File: src/common/scg_pkg.sv
package scg_pkg;
   // Register byte addresses
   localparam logic [31:0] SCG_ADDR_LF_CTRL    = 32'h5000_0000;
   localparam logic [31:0] SCG_ADDR_SYS_CTRL   = 32'h5000_0004;
   localparam logic [31:0] SCG_ADDR_RESET_CTRL = 32'h5000_0008;

   // Low frequency clock control fields
   localparam int SCG_LF_SEL_BIT    = 8;
   localparam int SCG_LF_STATUS_BIT = 0;
   localparam logic SCG_LF_SEL_RST  = 1'h1;

   // System clock control fields
   localparam int SCG_VSEL_LSB      = 20;
   localparam int SCG_VSEL_W        = 2;
   localparam int SCG_DIV_LSB       = 16;
   localparam int SCG_DIV_W         = 3;
   localparam int SCG_MUX_SEL_BIT   = 8;
   localparam int SCG_FAST_STS_BIT  = 1;
   localparam int SCG_FAST_EN_BIT   = 0;
   localparam logic [1:0] SCG_VSEL_RST = 2'h1;
   localparam logic [2:0] SCG_DIV_RST  = 3'h0;
   localparam logic SCG_MUX_SEL_RST    = 1'h0;
   localparam logic SCG_FAST_EN_RST    = 1'h0;

   // Byte lanes holding each field
   localparam int SCG_LANE_B0 = 0;
   localparam int SCG_LANE_B1 = 1;
   localparam int SCG_LANE_B2 = 2;

   // Nominal oscillator rates in kHz
   localparam int SCG_FAST_OSC_KHZ = 16000;
   localparam int SCG_LF_OSC_KHZ   = 256;

   // Half periods of source per half period of output
   localparam int SCG_DIV_CW           = 5;
   localparam logic [4:0] SCG_LF_HALF2  = 5'h02;
   localparam logic [4:0] SCG_LF_HALF16 = 5'h10;

   // AXI responses
   localparam logic [1:0] SCG_RESP_OKAY   = 2'h0;
   localparam logic [1:0] SCG_RESP_SLVERR = 2'h2;

   typedef struct packed {
      logic       lf_sel;
      logic [1:0] vsel;
      logic [2:0] div;
      logic       mux_sel;
      logic       fast_en;
   } scg_cfg_s;
endpackage

File: src/core/scg_clk_div.sv
`timescale 1ns/1ps
module scg_clk_div
   import scg_pkg::*;
#(
   parameter int         CW       = SCG_DIV_CW,
   parameter logic [4:0] RST_HALF = SCG_LF_HALF2
) (
   // Clock and reset
   input  wire logic          aclk,
   input  wire logic          aresetn,
   // Source half-period events and ratio
   input  wire logic          src_edge,
   input  wire logic [CW-1:0] half_count,
   // Divided clock level
   output logic               clk_out
);
   logic [CW-1:0] cnt_ff,   nxt_cnt;
   logic [CW-1:0] ratio_ff, nxt_ratio;
   logic          clk_ff,   nxt_clk;

   // Ratio reloads only at a toggle, so no short half period
   always_comb begin
      nxt_cnt   = cnt_ff;
      nxt_ratio = ratio_ff;
      nxt_clk   = clk_ff;
      if (src_edge) begin
         if (CW'(cnt_ff + 1'b1) >= ratio_ff) begin
            nxt_cnt   = '0;
            nxt_clk   = ~clk_ff;
            nxt_ratio = half_count;
         end else begin
            nxt_cnt = CW'(cnt_ff + 1'b1);
         end
      end
   end

   always_ff @(posedge aclk) begin
      if (!aresetn) begin
         cnt_ff   <= '0;
         ratio_ff <= CW'(RST_HALF);
         clk_ff   <= 1'b0;
      end else begin
         cnt_ff   <= nxt_cnt;
         ratio_ff <= nxt_ratio;
         clk_ff   <= nxt_clk;
      end
   end

   assign clk_out = clk_ff;
endmodule // scg_clk_div

File: src/core/scg_glitch_mux.sv
`timescale 1ns/1ps
module scg_glitch_mux
   import scg_pkg::*;
(
   // Clock and reset
   input  wire logic aclk,
   input  wire logic aresetn,
   // Sources and select
   input  wire logic src_slow,
   input  wire logic src_fast,
   input  wire logic sel,
   // Muxed clock and active source
   output logic      clk_out,
   output logic      cur_sel
);
   logic cur_ff, nxt_cur;
   logic out_ff, nxt_out;

   // Switch only while both sources and the output are low, so no short high
   always_comb begin
      nxt_cur = cur_ff;
      if ((sel != cur_ff) && !src_slow && !src_fast && !out_ff) begin
         nxt_cur = sel;
      end
      nxt_out = nxt_cur ? src_fast : src_slow;
   end

   always_ff @(posedge aclk) begin
      if (!aresetn) begin
         cur_ff <= SCG_MUX_SEL_RST;
         out_ff <= 1'b0;
      end else begin
         cur_ff <= nxt_cur;
         out_ff <= nxt_out;
      end
   end

   assign clk_out = out_ff;
   assign cur_sel = cur_ff;
endmodule // scg_glitch_mux

File: src/core/scg_top.sv
`timescale 1ns/1ps
module scg_top
   import scg_pkg::*;
#(
   parameter int FAST_OSC_KHZ = SCG_FAST_OSC_KHZ,
   parameter int LF_OSC_KHZ   = SCG_LF_OSC_KHZ
) (
   // Clock and reset
   input  wire logic        aclk,
   input  wire logic        aresetn,
   // AXI4-Lite write address
   input  wire logic [31:0] s_axi_awaddr,
   input  wire logic        s_axi_awvalid,
   output logic             s_axi_awready,
   // AXI4-Lite write data
   input  wire logic [31:0] s_axi_wdata,
   input  wire logic [3:0]  s_axi_wstrb,
   input  wire logic        s_axi_wvalid,
   output logic             s_axi_wready,
   // AXI4-Lite write response
   output logic [1:0]       s_axi_bresp,
   output logic             s_axi_bvalid,
   input  wire logic        s_axi_bready,
   // AXI4-Lite read address
   input  wire logic [31:0] s_axi_araddr,
   input  wire logic        s_axi_arvalid,
   output logic             s_axi_arready,
   // AXI4-Lite read data
   output logic [31:0]      s_axi_rdata,
   output logic [1:0]       s_axi_rresp,
   output logic             s_axi_rvalid,
   input  wire logic        s_axi_rready,
   // Oscillator pins
   input  wire logic        low_frequency_osc_output,
   input  wire logic        fast_osc_clock,
   // Power management
   input  wire logic        pmu_fast_osc_start,
   input  wire logic        sleep_entry,
   input  wire logic        deep_sleep_mode,
   // Oscillator control
   output logic             fast_osc_enable,
   output logic [1:0]       fast_osc_regulator_voltage,
   // System clock
   output logic             system_clock,
   output logic             slow_osc_status,
   output logic             fast_osc_status
);
   // Configuration registers
   scg_cfg_s    cfg_ff, nxt_cfg;
   // Status registers
   logic        lf_sts_ff, nxt_lf_sts;
   logic        fast_sts_ff, nxt_fast_sts;
   logic        fast_en_out_ff, nxt_fast_en_out;
   logic [1:0]  vsel_out_ff, nxt_vsel_out;
   logic        sysclk_ff, nxt_sysclk;
   // Pin synchronisers
   logic        lf_s1_ff, lf_s2_ff, lf_s3_ff;
   logic        fast_s1_ff, fast_s2_ff, fast_s3_ff;
   // Write channel state
   logic        aw_hold_ff, nxt_aw_hold;
   logic        w_hold_ff, nxt_w_hold;
   logic [31:0] awaddr_ff, nxt_awaddr;
   logic [31:0] wdata_ff, nxt_wdata;
   logic [3:0]  wstrb_ff, nxt_wstrb;
   logic        awready_ff, nxt_awready;
   logic        wready_ff, nxt_wready;
   logic        bvalid_ff, nxt_bvalid;
   logic [1:0]  bresp_ff, nxt_bresp;
   // Read channel state
   logic        arready_ff, nxt_arready;
   logic        rvalid_ff, nxt_rvalid;
   logic [31:0] rdata_ff, nxt_rdata;
   logic [1:0]  rresp_ff, nxt_rresp;
   // Internal nets
   logic        lf_edge, fast_edge;
   logic        slow_clk, fast_div_clk;
   logic        mux_clk, mux_cur;
   logic        mux_req;
   logic        do_write;
   logic [4:0]  lf_half, fast_half;

   function automatic logic addr_mapped(input logic [31:0] a);
      addr_mapped = (a == SCG_ADDR_LF_CTRL) || (a == SCG_ADDR_SYS_CTRL) ||
                    (a == SCG_ADDR_RESET_CTRL);
   endfunction

   // Two-stage synchronisers, third stage for change detect
   always_ff @(posedge aclk) begin
      if (!aresetn) begin
         lf_s1_ff   <= 1'b0;
         lf_s2_ff   <= 1'b0;
         lf_s3_ff   <= 1'b0;
         fast_s1_ff <= 1'b0;
         fast_s2_ff <= 1'b0;
         fast_s3_ff <= 1'b0;
      end else begin
         lf_s1_ff   <= low_frequency_osc_output;
         lf_s2_ff   <= lf_s1_ff;
         lf_s3_ff   <= lf_s2_ff;
         fast_s1_ff <= fast_osc_clock;
         fast_s2_ff <= fast_s1_ff;
         fast_s3_ff <= fast_s2_ff;
      end
   end

   assign lf_edge   = lf_s2_ff ^ lf_s3_ff;
   assign fast_edge = fast_s2_ff ^ fast_s3_ff;

   assign lf_half   = cfg_ff.lf_sel ? SCG_LF_HALF16 : SCG_LF_HALF2;
   // fast ratio is field plus one
   assign fast_half = 5'({2'h0, cfg_ff.div} + 5'h01);

   // slow clock from the low-frequency source
   scg_clk_div #(
      .CW       (SCG_DIV_CW),
      .RST_HALF (SCG_LF_HALF16)
   ) u_slow_div (
      .aclk       (aclk),
      .aresetn    (aresetn),
      .src_edge   (lf_edge),
      .half_count (lf_half),
      .clk_out    (slow_clk)
   );

   scg_clk_div #(
      .CW       (SCG_DIV_CW),
      .RST_HALF (5'h01)
   ) u_fast_div (
      .aclk       (aclk),
      .aresetn    (aresetn),
      .src_edge   (fast_edge),
      .half_count (fast_half),
      .clk_out    (fast_div_clk)
   );

   // deep sleep forces the slow source
   assign mux_req = cfg_ff.mux_sel & ~deep_sleep_mode;

   scg_glitch_mux u_mux (
      .aclk     (aclk),
      .aresetn  (aresetn),
      .src_slow (slow_clk),
      .src_fast (fast_div_clk),
      .sel      (mux_req),
      .clk_out  (mux_clk),
      .cur_sel  (mux_cur)
   );

   // Write performed once address and data are both held
   assign do_write = aw_hold_ff && w_hold_ff && !bvalid_ff;

   // AXI write channels
   always_comb begin
      nxt_aw_hold = aw_hold_ff;
      nxt_w_hold  = w_hold_ff;
      nxt_awaddr  = awaddr_ff;
      nxt_wdata   = wdata_ff;
      nxt_wstrb   = wstrb_ff;
      nxt_bvalid  = bvalid_ff;
      nxt_bresp   = bresp_ff;
      if (s_axi_awvalid && awready_ff) begin
         nxt_aw_hold = 1'b1;
         nxt_awaddr  = s_axi_awaddr;
      end
      if (s_axi_wvalid && wready_ff) begin
         nxt_w_hold = 1'b1;
         nxt_wdata  = s_axi_wdata;
         nxt_wstrb  = s_axi_wstrb;
      end
      if (do_write) begin
         nxt_aw_hold = 1'b0;
         nxt_w_hold  = 1'b0;
         nxt_bvalid  = 1'b1;
         nxt_bresp   = addr_mapped(awaddr_ff) ? SCG_RESP_OKAY : SCG_RESP_SLVERR;
      end
      if (bvalid_ff && s_axi_bready) begin
         nxt_bvalid = 1'b0;
      end
      nxt_awready = !nxt_aw_hold && !nxt_bvalid;
      nxt_wready  = !nxt_w_hold && !nxt_bvalid;
   end

   // Configuration writes and hardware updates
   always_comb begin
      nxt_cfg = cfg_ff;
      if (do_write && (awaddr_ff == SCG_ADDR_LF_CTRL) && wstrb_ff[SCG_LANE_B1]) begin
         nxt_cfg.lf_sel = wdata_ff[SCG_LF_SEL_BIT];
      end
      if (do_write && (awaddr_ff == SCG_ADDR_SYS_CTRL)) begin
         if (wstrb_ff[SCG_LANE_B2]) begin
            nxt_cfg.vsel = wdata_ff[SCG_VSEL_LSB +: SCG_VSEL_W];
            nxt_cfg.div  = wdata_ff[SCG_DIV_LSB +: SCG_DIV_W];
         end
         if (wstrb_ff[SCG_LANE_B1]) begin
            nxt_cfg.mux_sel = wdata_ff[SCG_MUX_SEL_BIT];
         end
         if (wstrb_ff[SCG_LANE_B0]) begin
            nxt_cfg.fast_en = wdata_ff[SCG_FAST_EN_BIT];
         end
      end
      if (sleep_entry) begin
         nxt_cfg.fast_en = 1'b0;
      end
   end

   // Status and pin outputs
   always_comb begin
      nxt_lf_sts      = ~mux_cur;
      // enabled by software or power management
      nxt_fast_en_out = nxt_cfg.fast_en | pmu_fast_osc_start;
      nxt_fast_sts    = fast_en_out_ff;
      nxt_vsel_out    = cfg_ff.vsel;
      nxt_sysclk      = mux_clk;
   end

   // AXI read channels
   always_comb begin
      // Ready returns after reset and once no read is pending
      nxt_arready = arready_ff || !rvalid_ff;
      nxt_rvalid  = rvalid_ff;
      nxt_rdata   = rdata_ff;
      nxt_rresp   = rresp_ff;
      if (s_axi_arvalid && arready_ff) begin
         nxt_arready = 1'b0;
         nxt_rvalid  = 1'b1;
         nxt_rdata   = '0;
         nxt_rresp   = addr_mapped(s_axi_araddr) ? SCG_RESP_OKAY : SCG_RESP_SLVERR;
         if (s_axi_araddr == SCG_ADDR_LF_CTRL) begin
            nxt_rdata[SCG_LF_SEL_BIT]    = cfg_ff.lf_sel;
            nxt_rdata[SCG_LF_STATUS_BIT] = lf_sts_ff;
         end
         if (s_axi_araddr == SCG_ADDR_SYS_CTRL) begin
            nxt_rdata[SCG_VSEL_LSB +: SCG_VSEL_W] = cfg_ff.vsel;
            nxt_rdata[SCG_DIV_LSB +: SCG_DIV_W]   = cfg_ff.div;
            nxt_rdata[SCG_MUX_SEL_BIT]            = cfg_ff.mux_sel;
            nxt_rdata[SCG_FAST_STS_BIT]           = fast_sts_ff;
            nxt_rdata[SCG_FAST_EN_BIT]            = cfg_ff.fast_en;
         end
      end
      if (rvalid_ff && s_axi_rready) begin
         nxt_rvalid  = 1'b0;
         nxt_arready = 1'b1;
      end
   end

   always_ff @(posedge aclk) begin
      if (!aresetn) begin
         cfg_ff.lf_sel   <= SCG_LF_SEL_RST;
         cfg_ff.vsel     <= SCG_VSEL_RST;
         cfg_ff.div      <= SCG_DIV_RST;
         cfg_ff.mux_sel  <= SCG_MUX_SEL_RST;
         cfg_ff.fast_en  <= SCG_FAST_EN_RST;
         lf_sts_ff       <= 1'b0;
         fast_sts_ff     <= 1'b0;
         fast_en_out_ff  <= 1'b0;
         vsel_out_ff     <= SCG_VSEL_RST;
         sysclk_ff       <= 1'b0;
      end else begin
         cfg_ff          <= nxt_cfg;
         lf_sts_ff       <= nxt_lf_sts;
         fast_sts_ff     <= nxt_fast_sts;
         fast_en_out_ff  <= nxt_fast_en_out;
         vsel_out_ff     <= nxt_vsel_out;
         sysclk_ff       <= nxt_sysclk;
      end
   end

   always_ff @(posedge aclk) begin
      if (!aresetn) begin
         aw_hold_ff <= 1'b0;
         w_hold_ff  <= 1'b0;
         awaddr_ff  <= '0;
         wdata_ff   <= '0;
         wstrb_ff   <= '0;
         awready_ff <= 1'b0;
         wready_ff  <= 1'b0;
         bvalid_ff  <= 1'b0;
         bresp_ff   <= SCG_RESP_OKAY;
         arready_ff <= 1'b0;
         rvalid_ff  <= 1'b0;
         rdata_ff   <= '0;
         rresp_ff   <= SCG_RESP_OKAY;
      end else begin
         aw_hold_ff <= nxt_aw_hold;
         w_hold_ff  <= nxt_w_hold;
         awaddr_ff  <= nxt_awaddr;
         wdata_ff   <= nxt_wdata;
         wstrb_ff   <= nxt_wstrb;
         awready_ff <= nxt_awready;
         wready_ff  <= nxt_wready;
         bvalid_ff  <= nxt_bvalid;
         bresp_ff   <= nxt_bresp;
         arready_ff <= nxt_arready;
         rvalid_ff  <= nxt_rvalid;
         rdata_ff   <= nxt_rdata;
         rresp_ff   <= nxt_rresp;
      end
   end

   assign s_axi_awready              = awready_ff;
   assign s_axi_wready               = wready_ff;
   assign s_axi_bvalid               = bvalid_ff;
   assign s_axi_bresp                = bresp_ff;
   assign s_axi_arready              = arready_ff;
   assign s_axi_rvalid               = rvalid_ff;
   assign s_axi_rdata                = rdata_ff;
   assign s_axi_rresp                = rresp_ff;
   assign fast_osc_enable            = fast_en_out_ff;
   assign fast_osc_regulator_voltage = vsel_out_ff;
   assign system_clock               = sysclk_ff;
   assign slow_osc_status            = lf_sts_ff;
   assign fast_osc_status            = fast_sts_ff;
endmodule // scg_top

File: config.mk
export PLATFORM = sky130hd
export DESIGN_NAME = scg_top
export DESIGN_NICKNAME = d
export VERILOG_FILES = /design/src/common/scg_pkg.sv /design/src/core/scg_clk_div.sv /design/src/core/scg_glitch_mux.sv /design/src/core/scg_top.sv
export SDC_FILE = /design/constraint.sdc
export NUM_CORES = 1
export LEC_CHECK = 0
export ABC_AREA = 1
export BUFFER_PORTS_ARGS = -buffer_cell sky130_fd_sc_hd__buf_2
export CAP_MARGIN = 10
export CORE_MARGIN = 2
export CORE_UTILIZATION = 40
export CTS_CLUSTER_SIZE = 10
export DETAILED_ROUTE_END_ITERATION = 7
export HOLD_SLACK_MARGIN = 0.05
export PLACE_DENSITY_LB_ADDON = 0.2
export SLEW_MARGIN = 15
export SYNTH_ARGS = -nofsm -noshare
export SYNTH_HDL_FRONTEND = slang
export SYNTH_SLANG_ARGS = --single-unit
File: constraint.sdc
create_clock -name aclk -period 3.1 [get_ports aclk]
set_input_delay 0.465 -clock aclk [delete_from_list [all_inputs] [get_ports aclk]]
set_output_delay 0.465 -clock aclk [all_outputs]
set_load 0.02 [all_outputs]
== Yosys cells after proc, flatten, opt, wreduce, memory -nomap -nowiden ==
Index checks and enable logic that the tools add are counted.
Cells by class
  order comparisons: 2
  mux-type cells: 24
  reduce and logical (&&, ||, !) cells: 33
  equal/unequal tests: 7
  bitwise operators: 9
  add/sub/neg operators: 3
Operator list (count)
  == test 32 x 31 -> 1 bit, second input constant: 6
  2-to-1 mux 1 bit: 16
  logical AND 1 bit: 15
  2-to-1 mux 5 bit: 3
  adder 5 x 1 -> 5 bit, second input constant: 2
  >= comparator 5 bit: 2
  zero test 1 bit: 8
  2-to-1 mux 2 bit: 4
  AND reduction 2 bit: 4
  logical OR 1 bit: 5
  NOT 1 bit: 5
  adder 3 x 1 -> 4 bit, second input constant: 1
  2-to-1 mux 3 bit: 1
  OR reduction 2 bit: 1
  bitwise XOR 1 bit: 2
  bitwise AND 1 bit: 1
  inequality test 1 bit: 1
  OR 1 bit: 1
Storage, ports and cells
  register bits: 120
  logic and storage cells: 115
  input bits: 112

== Depth between registers and ports, before layout ==
Gate-level depths: netlist (run 1).
  word-level depth: 8
  gate-level depth with buffers: 12
  gate-level depth less buffers: 12

== Hierarchy ==
From an unflattened synthesis (run 1), not the netlist that was laid out.
Second synthesis, totals
  cells, all modules: 658
  area total of the unflattened synthesis: 4733.3 µm²
Modules (own cells, without submodules)
  scg_top: seq. area each 1581.5 µm², area each 3389.5 µm², cells an instance 476, instances 1
  scg_clk_div (u_slow_div): seq. area each 220.2 µm², area each 628.1 µm², cells an instance 85, instances 1
  scg_clk_div (u_fast_div): seq. area each 220.2 µm², area each 625.6 µm², cells an instance 85, instances 1
  scg_glitch_mux: seq. area each 40.0 µm², area each 90.1 µm², cells an instance 12, instances 1

== Least setup slack after synthesis (run 1) ==
No wires, ideal clock.
  kind: register to register
  from: register u_fast_div.cnt_ff[0]
  to: register u_fast_div.cnt_ff[0]
  period minus slack after synthesis: 1.607 ns
  arrival time: 1.491 ns
  cell stages (with the launch flop): 12
  library setup time: 0.116 ns
  path buffers: 0
  setup slack: 1.493 ns
  data required time: 2.984 ns
  cells stage by stage: dfxtp_1 ha_1 ha_1 o21ai_0 nand2_1 nand2_1 nand2_1 nand2_1 nand2_2 nand2_1 nand2_1 nor2_1
Between the ends
  longest elaborated chain between the ends: 3
RTL lines
  start, declared: RTL line scg_clk_div.sv:17  | logic [CW-1:0] cnt_ff, nxt_cnt;
  start signal, assigned: RTL line scg_clk_div.sv:43  | cnt_ff <= nxt_cnt;
  adder 5 x 1 -> 5 bit (*): RTL line scg_clk_div.sv:27, scg_clk_div.sv:32
  >= comparator 5 bit: RTL line scg_clk_div.sv:27  | if (CW'(cnt_ff + 1'b1) >= ratio_ff) begin
  2-to-1 mux 5 bit (*): RTL line scg_clk_div.sv:27
Mark *: on every way between the ends. The rest lies on a longest branch, timed or not.
A chain may end at the register's enable or synchronous reset.

== Worst setup path in the final report (run 1) ==
  from: register u_slow_div.cnt_ff[0]
  to: register u_slow_div.cnt_ff[2]
Between the ends
  longest elaborated chain between the ends: 3
RTL lines (RTL line)
  start, declared: scg_clk_div.sv:17
  start signal, assigned: scg_clk_div.sv:43
  adder 5 x 1 -> 5 bit (*): scg_clk_div.sv:27, scg_clk_div.sv:32
  >= comparator 5 bit: scg_clk_div.sv:27
  2-to-1 mux 5 bit (*): scg_clk_div.sv:27
Marks and branches as above.

==> key figures, run 1 <==
Status
  • Status: completed

Yosys
  • Dominant cells by area after synthesis: dfxtp_1 (44%), nor2_1 (14%), nand2_1 (7.4%), o21ai_0 (5.4%), buf_4 (4.9%)
  • Post-Syn Area: 0.00447 sq mm
  • Area fraction in compound gates after synthesis: 8.52%
  • Mux contribution to synthesized area: 1.12%
  • Post-Synth XOR/XNOR Area: 2.13%
  • Synthesis Warnings: 0
  • Post-Synth Simple-Gate Area: 30.4%
  • Register area share after synthesis: 44.4%
  • Post-synthesis cell type count: 33
  • FF+latch count, synth: 99
  • Synth area leader: dfxtp_1
  • Post-synthesis adder-cell area fraction: 2.52%
  • Avg Inst Size Synth: 7.25 sq um
  • Synth top area share: 44.4%
  • Largest family of logic cells by synthesized area: simple AND/OR/NAND/NOR gates
  • Post-Synthesis Cells: 616

Floorplanning
  • Core footprint: 0.0109 sq mm
  • DIE AREA: 0.0120 sq mm
  • Die Wd: 110 um
  • Num rows: 38
  • Io pins: 159
  • Initial Util: 41.0%
  • Die H: 110 um

Global route
  • Number of global-route vias before repair: 3637
  • Gr usage total: 15.8%
  • Largest net degree at the start of global routing: 47
  • GRT overflow: 0
  • Initial antenna violation count: 0
  • First-pass GRT wire length: 15.2 mm

Worst setup path
  • Critical Path Fanout Max: 5
  • CP Class: register to register
  • CP endpoint kind: register
  • WP buf/inv: 1
  • Cell Chain, Critical Path: ha_1 > inv_1 > ha_1 > nand2_1 > nand2_1 > nor2_1 > nand2_1 > nand2_1 > nand2_1 > nand2_1 > nand2_1 > nor2_1
  • Cell count of the worst reg-to-reg path: 12
  • End of the worst register-to-register path: u_slow_div.cnt_ff[2]
  • Start point of the critical path: u_slow_div.cnt_ff[0]
  • Levels on crit path: 12
  • Cell mode on critical path: nand2_1
  • CP required: 3.39 ns
  • Critical path launch point type: register
  • CP max stage delay: 0.35 ns
  • Crit path DAT: 2.11 ns
  • Crit path max-delay cell type: dfxtp_1
  • CP endpoint: u_slow_div.cnt_ff[2]
  • R2r startpoint: u_slow_div.cnt_ff[0]
  • R2R setup slack: 1.28 ns
  • Delay-heaviest family, CP: simple AND/OR/NAND/NOR gates

Run
  • Number of max-cap violations: 0

Timing
  • RSZ-0062 raised after global routing: false
  • Fin. Hold Viols: 0
  • Worst Clk Skew: 0.00612 ns
  • Worst Tran Pin Value: 0.957 ns
  • Tcrit/Tclk final: 58.8%
  • Slew HR: 36.0%
  • Max Fclk: 548 MHz
  • Minimum clock period: 1.82 ns
  • Final Setup Violations: 0
  • Fin. max-slew vios: 0
  • Setup TNS: 0 ns

Drt
  • Via-per-instance ratio: 4.58
  • Routed wire length: 9.14 mm
  • Router iterations before antenna repair: 4
  • Routed wire per std cell: 10.6 um
  • Remaining antenna violation count: 0
  • DR iter-0 viols: 148
  • # DRC: 0
  • Via Count: 3937

Min path
  • Hold WC Path Type: input port to register

CTS
  • Max H-tree Level: 3
  • CTS max path bufs: 2
  • # hold bufs at CTS: 0
  • Clock root cell: clkbuf_8
  • Post-CTS sizing: 0
  • Clock-pin transition on the worst setup and hold timing paths: 0.09 ns
  • Clk_lat worst skew: 0.35 ns
  • Post CTS Setup Buffer Count: 0
  • TritonCTS Buffers: 9
  • # clock sinks: 99
  • TritonCTS clock tree: yes

Place
  • Post-placement cell area: 0.00499 sq mm
  • Final HPWL DP: 6.80 mm
  • Gpl congestion: 0.714
  • Port Buffers: 106

Final layout
  • Final instance area: 0.00518 sq mm
  • Diodes inserted: 0
  • P&R area growth vs syn: 16.0%
  • Fill cell count: 1134
  • Layout cell share with drive strength beyond 1: 19.2%
  • NumNets Final: 835

Pwr
  • PwrDens: 490 mW/mm^2
  • Maximum vdd drop: 0.000278 V
  • Leakage: 0.00247 uW
## sequential cells by signal, summed over array words and instances (netlist names), 2 cells and up, named ones only
name                        flops
awaddr_ff                      32
s_axi_rdata                     8
wdata_ff                        7
cfg_ff                          6
u_fast_div.cnt_ff               5
u_slow_div.cnt_ff               5
u_fast_div.ratio_ff             4
wstrb_ff                        3
fast_osc_regulator_voltage      2
nxt_vsel_out                    2
u_slow_div.ratio_ff             2
## cell usage after synthesis
cell and instances:
nor3_1 5, nor2_1 166, nand2_2 4, nor2_2 5, inv_1 47, buf_2 2
nand3b_1 1, conb_1 1, mux2i_1 5, clkbuf_8 1, ha_1 9, xnor2_1 5
nor2_8 1, o211ai_1 1, dfxtp_1 99, buf_4 29, xor2_1 4, xor2_2 1
nand3_4 1, o21a_1 1, o21ai_0 48, nand4_1 14, clkbuf_1 13, clkinv_1 1
nand3_2 1, a21oi_1 23, nand2_1 88, nand3_1 32, o211a_1 1, nor4_1 2
buf_1 3, or2_2 1, inv_2 1
## cell usage in the layout, fill, tap and decap left out, types with 9 or more instances in the layout
cell type / synthesis / routed
nor2_1: 166 / 166
buf_2: 2 / 106
dfxtp_1: 99 / 99
nand2_1: 88 / 88
o21ai_0: 48 / 48
inv_1: 47 / 47
nand3_1: 32 / 32
conb_1: 1 / 26
a21oi_1: 23 / 23
nand4_1: 14 / 14
ha_1: 9 / 9
clkbuf_8: 1 / 9
## worst min-delay path: cells and delay by family
kind	cells	cell delay (ns)
AND/OR/NAND/NOR	1	0.04
buffers and inverters	2	0.11
## how the worst min path moves through the flow
stage | slack [ns] | cells past startpoint | endpoint | startpoint
floorplan | 0.39 | 2 | fast_s2_ff | fast_s1_ff
global placement | 0.39 | 2 | fast_s2_ff | fast_s1_ff
detailed placement | 0.40 | 2 | lf_s2_ff | lf_s1_ff
CTS | 0.27 | 3 | fast_s1_ff | fast_osc_clock
global route | 0.28 | 3 | fast_s1_ff | fast_osc_clock
finish | 0.29 | 3 | fast_s1_ff | fast_osc_clock
## per-stage QoR
step	total power, uW	std cells	util [%]	worst slack (ns)	hold WS, ns
5_1_grt	2690	859	47.6	1.05	0.284
3_3_place_gp	1770	843	45.9	1.26	0.395
3_5_place_dp	1780	843	45.9	1.25	0.398
6_report	2540	859	47.6	1.28	0.289
2_1_floorplan	1690	641	-	1.49	0.390
4_1_cts	2570	859	47.6	1.25	0.271
## cell type report
type / count / area [sq um] / share of cell area, %
multi-input cells: 445 / 2090 / 40.4
clock inverters: 4 / 51.3 / 0.990
well taps: 140 / 175 / 3.38
clock buffers: 12 / 135 / 2.61
inverters: 49 / 184 / 3.55
flip-flops and latches: 99 / 1980 / 38.3
repair buffers: 110 / 561 / 10.8
## kinds of logic (layout without fill, tap and decap cells)
| group | after synthesis | count (layout) |
|---|---|---|
| AND/OR/NAND/NOR | 321 | 321 |
| flip-flops | 99 | 99 |
| buffers and inverters | 97 | 175 |
| AO/OA/AOI/OAI | 74 | 74 |
| XOR/XNOR | 10 | 10 |
| adder cells (fa/ha/maj) | 9 | 9 |
| multiplexers | 5 | 5 |
| other | 1 | 26 |
## report_power, final
group | leakage (uW) | internal, uW | switching [uW]
clock network | 0.0000906 | 375 | 419
registers | 0.000810 | 1340 | 41.8
logic | 0.00157 | 136 | 227
total | 0.00247 | 1850 | 687
## metal layers
| layer | share of wire, % | GRT usage, % | vias up |
|---|---|---|---|
| li1 | - | - | 2101 |
| met3 | 6.9 | 3.91 | 10 |
| met1 | 44 | 17.9 | 1725 |
| met4 | 1.4 | 5.70 | 0 |
| met5 | 0 | 0 | - |
| met2 | 47 | 28.5 | 101 |
Note: power is estimated with default switching activity, not from simulation.
==> run 2, diff against run 1 <==
--- a/config.mk
+++ b/config.mk
@@ -5,7 +5,7 @@
 export SDC_FILE = /design/constraint.sdc
 export NUM_CORES = 1
 export LEC_CHECK = 0
-export ABC_AREA = 1
+export ABC_AREA = 0
 export BUFFER_PORTS_ARGS = -buffer_cell sky130_fd_sc_hd__buf_2
 export CAP_MARGIN = 10
 export CORE_MARGIN = 2
==> constraint.sdc (replaced) <==
create_clock -name aclk -period 1.9 [get_ports aclk]
set_input_delay 0.285 -clock aclk [delete_from_list [all_inputs] [get_ports aclk]]
set_output_delay 0.285 -clock aclk [all_outputs]
set_load 0.02 [all_outputs]
==> run 2 against run 1 <==
Highest routed layer unchanged. Register-to-register slack got worse by 1.2 ns. Synthesized area decreased by 4.0%. Via count shrank 12%. Sequential share of layout area decreased by 0.49 points. Synthesized cell count down 23%. Core utilization is 3.1 points higher.
==> key figures, run 2 <==
Final layout
  • Most common cell after layout, fill and taps aside: buf_2
  • Max reg flops: 32 (unchanged)
  • Diodes inserted: 0 (unchanged)
  • Fill cell count: 998 (-12%)
  • Layout cell share with drive strength beyond 1: 27.5% (+8.3 points)
  • Final instance area: 0.00525 sq mm (+1.4%)
  • Final Non-Filler Cells: 732 (-15%)
  • Most flops, register: awaddr_ff
  • NumNets Final: 713 (-15%)
  • Commonest cells after routing, fill and taps aside: buf_2 (106), nand2_1 (105), dfxtp_1 (97)
  • P&R area growth vs syn: 22.6%

Pwr
  • Sw Share: 24.8% (-2.3 points)
  • PwrDens: 768 mW/mm^2 (+57%)
  • Int Power: 3040 uW (+64%)
  • Sequential power share: 54.4% (about the same)
  • Clock share of power: 33.9% (+2.7 points)
  • NetSw: 999 uW (+45%)
  • Combinational share of power: 11.7% (-2.6 points)
  • Leakage: 0.00218 uW (-12%)
  • Maximum vdd drop: 0.000362 V (+30%)

Global route
  • Number of global-route vias before repair: 3296 (-9.4%)
  • Gr usage total: 15.4% (-0.36 points)
  • Initial antenna violation count: 0 (unchanged)
  • First-pass GRT wire length: 14.3 mm (-5.9%)
  • GRT overflow: 0 (unchanged)
  • Largest net degree at the start of global routing: 98 (+110%)

CTS
  • Clk_lat worst skew: 0.36 ns (about the same)
  • Max H-tree Level: 3 (unchanged)
  • Clock-pin transition on the worst setup and hold timing paths: 0.09 ns (about the same)
  • # clock sinks: 99 (unchanged)
  • TritonCTS clock tree: yes
  • Clock root cell: clkbuf_8
  • # hold bufs at CTS: 0 (unchanged)
  • CTS max path bufs: 2 (unchanged)
  • TritonCTS Buffers: 9 (unchanged)

Yosys
  • Async SR Flop Fraction: 0% (unchanged)
  • Synth area leader: dfxtp_1
  • FF+latch count, synth: 99 (unchanged)
  • Post-Syn Area: 0.00429 sq mm (-4.0%)
  • Post-Synthesis Cells: 474 (-23%)
  • Most instantiated cells after synthesis: nand2_1 (106), dfxtp_1 (99), a21boi_0 (45)
  • Register area share after synthesis: 46.2% (+1.9 points)
  • Most frequent cell after synthesis: nand2_1
  • Post-synthesis cell type count: 46 (+39%)
  • Top FF cell, synth: dfxtp_1
  • Avg Inst Size Synth: 9.04 sq um (+25%)
  • Number of enable flip-flop cells after synthesis: 0 (unchanged)
  • Synth top area share: 46.2% (+1.9 points)
  • Synthesis Warnings: 0 (unchanged)
  • Dominant cells by area after synthesis: dfxtp_1 (46%), nand2_1 (9.3%), a21boi_0 (7.9%), buf_4 (4.6%), mux2i_1 (3.7%)

Worst setup path
  • R2r startpoint: u_slow_div.cnt_ff[1]
  • CP Class: register to register
  • Start point of the critical path: u_slow_div.cnt_ff[1]
  • CP required: 2.14 ns (-1.25 ns)
  • Crit path DAT: 2.06 ns (-0.05 ns)
  • Crit path max-delay cell type: dfxtp_2
  • CP endpoint kind: register
  • Critical path launch point type: register
  • Critical Path Fanout Max: 5 (unchanged)
  • Cell Chain, Critical Path: ha_4 > nand3_2 > xnor2_1 > ha_2 > nand4b_1 > o221ai_4 > mux2i_1 > nand2_1
  • Delay-heaviest family, CP: flip-flops
  • CP max stage delay: 0.37 ns (+0.02 ns)
  • WP buf/inv: 0 (-1)

Floorplanning
  • Io pins: 159 (unchanged)
  • Core footprint: 0.0104 sq mm (-4.8%)
  • DIE AREA: 0.0116 sq mm (-3.9%)
  • Die Wd: 108 um (-2.0%)
  • Initial Util: 41.3% (+0.32 points)
  • Die H: 108 um (-2.0%)
  • Num rows: 37 (-2.6%)

Drt
  • Router iterations before antenna repair: 4 (unchanged)
  • # DRC: 0 (unchanged)
  • DR iter-0 viols: 94 (-36%)
  • Routed wire per std cell: 12.0 um (+13%)
  • Met2 WL: 4.13 mm (-4.6%)
  • Top sig layer: met4
  • Met3 WL: 566 um (-9.9%)
  • Via-per-instance ratio: 4.73 (+3.3%)
  • Via Count: 3465 (-12%)
  • Routed wire length: 8.78 mm (-4.0%)
  • Metal-1 WL: 3.97 mm (-2.0%)
  • Remaining antenna violation count: 0 (unchanged)

Timing
  • Worst setup margin: 0.0788 ns (-1.20 ns)
  • Fin. max-slew vios: 0 (unchanged)
  • RSZ-0062 raised after global routing: false
  • Fin. Hold Viols: 0 (unchanged)
  • Worst Clk Skew: 0.0135 ns (+0.00735 ns)
  • Tcrit/Tclk final: 95.9% (+37 points)
  • Final Setup Violations: 0 (unchanged)
  • Slew HR: 67.0% (+31 points)
  • Worst Tran Pin Value: 0.483 ns (-0.474 ns)
  • Max Fclk: 549 MHz (+0.16%)
  • Minimum clock period: 1.82 ns (-0.00298 ns)

Place
  • Post-placement cell area: 0.00496 sq mm (-0.68%)
  • Worst slack, placed: -0.0414 ns (-1.30 ns)
  • Port Buffers: 106 (unchanged)
  • Placed cell count: 712 (-16%)
  • Final HPWL DP: 6.35 mm (-6.5%)
  • Gpl congestion: 0.729 (+2.1%)

Run
  • Number of max-cap violations: 0 (unchanged)

Status
  • Status: completed

Min path
  • Hold WC Path Type: input port to register
  • Hold path start: pmu_fast_osc_start
run 2: worst paths after layout:
check	to	slack, ns	cells after the start
hold / removal	fast_osc_enable	0.12	3
setup reg to reg	u_slow_div.ratio_ff[4]	0.08	8
hold reg to reg	lf_s2_ff	0.44	1
setup / recovery	u_slow_div.ratio_ff[4]	0.08	8
run 2: area by class of cell:
cell class	count	area [sq um]	area share [%]
clock buffers	12	155	2.95
well taps	136	170	3.24
multi-input cells	346	2160	41.0
flip-flops and latches	99	1980	37.8
repair buffers	129	716	13.6
clock inverters	3	46.3	0.881
inverters	7	26.3	0.500
run 2: what timing repair did:
item                       CTS  global route
gates resized for setup      1            14
buffers inserted             0             5
pin swaps                    1             7
setup endpoints to repair   11            19
run 2: power by group through the flow:
stage,Combinational (uW),Sequential (uW),Clock [uW]
2_1_floorplan,302,2250,0
3_3_place_gp,444,2240,0
3_5_place_dp,453,2240,0
4_1_cts,455,2190,1410
5_1_grt,529,2210,1490
6_report,471,2200,1370
run 2: cells by family (layout without fill, tap and decap cells):
family / count (synthesis) / in the layout / synth area share (%)
AND/OR/NAND/NOR: 207 / 207 / 24.5
flip-flops: 99 / 99 / 46.2
AO/OA/AOI/OAI: 72 / 72 / 12.5
buffers and inverters: 54 / 151 / 7.03
XOR/XNOR: 16 / 16 / 3.27
multiplexers: 16 / 16 / 3.74
adder cells (fa/ha/maj): 9 / 9 / 2.63
other: 1 / 26 / 0.0875
run 2: worst reg2reg max path, delay by kind of cell, from the launching register on:
kind,cells,cell delay [ns]
flip-flops,1,0.37
AND/OR/NAND/NOR,3,0.37
adder cells (fa/ha/maj),2,0.33
AO/OA/AOI/OAI,1,0.27
multiplexers,1,0.22
XOR/XNOR,1,0.14
run 2: per-layer routing:
layer	up-vias	track usage, %
li1	1778	-
met1	1572	18.6
met2	106	26.5
met3	9	3.21
met4	0	6.41
met5	-	0
run 2: per-stage QoR:
stage | util (%) | hold WS [ns] | total power, uW | setup TNS (ns)
after global routing | 50.7 | 0.127 | 4230 | 0
after floorplan | - | 0.394 | 2550 | 0
after detailed placement | 47.8 | 0.429 | 2690 | -0.120
after global placement | 47.8 | 0.419 | 2680 | 0
final | 50.7 | 0.117 | 4040 | 0
after CTS | 49.8 | 0.104 | 4060 | -0.00496
==> run 3, diff against run 2 <==
--- a/config.mk
+++ b/config.mk
@@ -8,13 +8,14 @@
 export ABC_AREA = 0
 export BUFFER_PORTS_ARGS = -buffer_cell sky130_fd_sc_hd__buf_2
 export CAP_MARGIN = 10
+export CELL_PAD_IN_SITES_DETAIL_PLACEMENT = 0
+export CELL_PAD_IN_SITES_GLOBAL_PLACEMENT = 1
 export CORE_MARGIN = 2
-export CORE_UTILIZATION = 40
+export CORE_UTILIZATION = 36
 export CTS_CLUSTER_SIZE = 10
 export DETAILED_ROUTE_END_ITERATION = 7
 export HOLD_SLACK_MARGIN = 0.05
 export PLACE_DENSITY_LB_ADDON = 0.2
-export SLEW_MARGIN = 15
 export SYNTH_ARGS = -nofsm -noshare
 export SYNTH_HDL_FRONTEND = slang
 export SYNTH_SLANG_ARGS = --single-unit
==> run 3 against run 2 <==
Register-to-register slack about the same. Count of clock-buffer cells in the layout unchanged. Clock power up 38%. Hold slack better by 0.047 ns. Sequential share of layout area down 0.96 points. Clock skew fell by 0.0087 ns. Critical path depth is the same. First-iteration DRC count up 62%. Non-clock buffer count shrank 4. The run now ends with DRC left. Flip-flop and latch count unchanged. Power rose by 13%. Setup slack hardly changed. Highest routed layer unchanged.
==> key figures, run 3 (synthesis results as in run 2) <==
Final layout
  • P&R area growth vs syn: 25.7%
  • NumNets Final: 709 (-0.56%)
  • Reg area: 0.00198 sq mm (unchanged)
  • Most common cell after layout, fill and taps aside: buf_2
  • Final core occ: 46.8% (-3.9 points)
  • Layout cell share with drive strength beyond 1: 27.3% (-0.20 points)
  • Final instance area: 0.00539 sq mm (+2.6%)
  • Multi-input logic area: 0.00218 sq mm (+0.93%)
  • Commonest cells after routing, fill and taps aside: buf_2 (106), nand2_1 (104), dfxtp_1 (97)
  • Max reg flops: 32 (unchanged)
  • Fill cell count: 1150 (+15%)
  • Most flops, register: awaddr_ff
  • Diodes inserted: 0 (unchanged)

Global route
  • Gr usage total: 14.5% (-0.93 points)
  • GRT overflow: 0 (unchanged)
  • Largest net degree at the start of global routing: 98 (unchanged)
  • Initial antenna violation count: 0 (unchanged)
  • Number of global-route vias before repair: 3265 (-0.94%)
  • First-pass GRT wire length: 14.8 mm (+3.8%)

CTS
  • Clk_lat worst skew: 0.34 ns (-0.02 ns)
  • TritonCTS clock tree: yes
  • Max H-tree Level: 3 (unchanged)
  • Clock root cell: clkbuf_16
  • # hold bufs at CTS: 0 (unchanged)
  • CTS max path bufs: 2 (unchanged)
  • # clock sinks: 99 (unchanged)
  • TritonCTS Buffers: 9 (unchanged)
  • Clock-pin transition on the worst setup and hold timing paths: 0.06 ns (-0.03 ns)

Worst setup path
  • Critical Path Fanout Max: 5 (unchanged)
  • Levels on crit path: 8 (unchanged)
  • WP buf/inv: 0 (unchanged)
  • Start point of the critical path: u_slow_div.cnt_ff[1]
  • Critical path launch point type: register
  • CP max stage delay: 0.36 ns (about the same)
  • CP required: 2.12 ns (-0.02 ns)
  • Crit path max-delay cell type: dfxtp_2
  • CP endpoint kind: register
  • CP endpoint: u_slow_div.ratio_ff[4]
  • Cell count of the worst reg-to-reg path: 8 (unchanged)
  • Delay-heaviest family, CP: simple AND/OR/NAND/NOR gates
  • Crit path DAT: 2.04 ns (-0.02 ns)
  • End of the worst register-to-register path: u_slow_div.ratio_ff[4]
  • R2r startpoint: u_slow_div.cnt_ff[1]
  • Cell Chain, Critical Path: ha_4 > nand3_2 > xnor2_1 > ha_2 > nand4b_1 > o221ai_4 > mux2i_1 > nand2_1
  • R2R setup slack: 0.08 ns (about the same)
  • CP Class: register to register

Floorplanning
  • DIE AREA: 0.0128 sq mm (+11%)
  • Die Wd: 113 um (+5.2%)
  • Core footprint: 0.0115 sq mm (+11%)
  • Num rows: 39 (+5.4%)
  • Die H: 113 um (+5.2%)
  • Io pins: 159 (unchanged)
  • Initial Util: 37.2% (-4.1 points)

Run
  • Number of max-cap violations: 0 (unchanged)

Min path
  • Hold WC Path Type: input port to register

Timing
  • Tcrit/Tclk final: 95.9% (about the same)
  • Fin. max-slew vios: 0 (unchanged)
  • Fin. Hold Viols: 0 (unchanged)
  • Final hold slack: 0.164 ns (+0.0467 ns)
  • Worst Clk Skew: 0.00478 ns (-0.00868 ns)
  • Final Setup Violations: 0 (unchanged)
  • Setup TNS: 0 ns (unchanged)
  • Max Fclk: 549 MHz (about the same)
  • Minimum clock period: 1.82 ns (+0.000408 ns)

Place
  • Post-placement cell area: 0.00499 sq mm (+0.68%)
  • Final HPWL DP: 6.44 mm (+1.4%)
  • Port Buffers: 106 (unchanged)
  • Gpl congestion: 0.783 (+7.5%)

Pwr
  • Maximum vdd drop: 0.000632 V (+74%)
  • PwrDens: 846 mW/mm^2 (+10%)
  • Leakage: 0.00223 uW (+2.2%)
  • Final Power: 4560 uW (+13%)

Drt
  • Routed wire per std cell: 12.4 um (+3.4%)
  • Routed wire length: 9.13 mm (+4.0%)
  • Via Count: 3440 (-0.72%)
  • Remaining antenna violation count: 0 (unchanged)
  • DR iter-0 viols: 152 (+62%)
  • # DRC: 14 (+14)
  • Via-per-instance ratio: 4.67 (-1.3%)
  • Router iterations before antenna repair: 6 (+2)

Status
  • Failing checks: DRC
  • Status: finished, violations left
## run 3: changes by cell type in the layout (fill, tap and decap cells not counted), sizes merged
| cell | previous run | this run |
|---|---|---|
| buf | 129 | 125 |
| clkinv | 0 | 2 |
| inv | 8 | 7 |
## run 3: final cells by class
cell class,instances,share of cell area (%)
Multi-Input combinational cell,346,40.4
Sequential cell,99,36.8
Inverter,7,0.487
Timing Repair Buffer,125,13.2
Clock buffer,12,4.94
Tap cell,143,3.32
Clock inverter,4,0.882
## run 3: how the worst min path moves through the flow
stage,endpoint,slack (ns),cells after the start,from
after detailed placement,fast_s2_ff,0.42,1,fast_s1_ff
after floorplan,fast_osc_enable,0.39,2,pmu_fast_osc_start
after global routing,lf_s1_ff,0.16,2,low_frequency_osc_output
after global placement,fast_s2_ff,0.43,1,fast_s1_ff
final,fast_s1_ff,0.16,2,fast_osc_clock
after CTS,fast_s1_ff,0.16,2,fast_osc_clock
## run 3: routing by layer
layer,wire [um],track usage [%],vias up
met5,0,0,-
met4,91,3.82,0
met3,731,6.00,12
met2,4130,23.6,97
met1,4170,17.7,1553
li1,-,-,1778
## run 3: metrics by stage
step,cells,setup slack (ns)
2_1_floorplan,499,0.0154
3_3_place_gp,719,-0.0939
3_5_place_dp,719,-0.0929
4_1_cts,735,-0.0142
5_1_grt,736,-0.0290
6_report,736,0.0783
## run 3: where the power goes
part | switching (uW) | leakage (uW) | internal (uW)
registers | 48.5 | 0.000807 | 2150
logic | 263 | 0.00126 | 207
clock network | 767 | 0.000155 | 1120
## run 3: repair_timing
action | 4_1_cts | 5_1_grt
buffers inserted | 0 | 1
setup endpoints to repair | 12 | 20
pin swaps | 0 | 5
gates resized for setup | 3 | 15
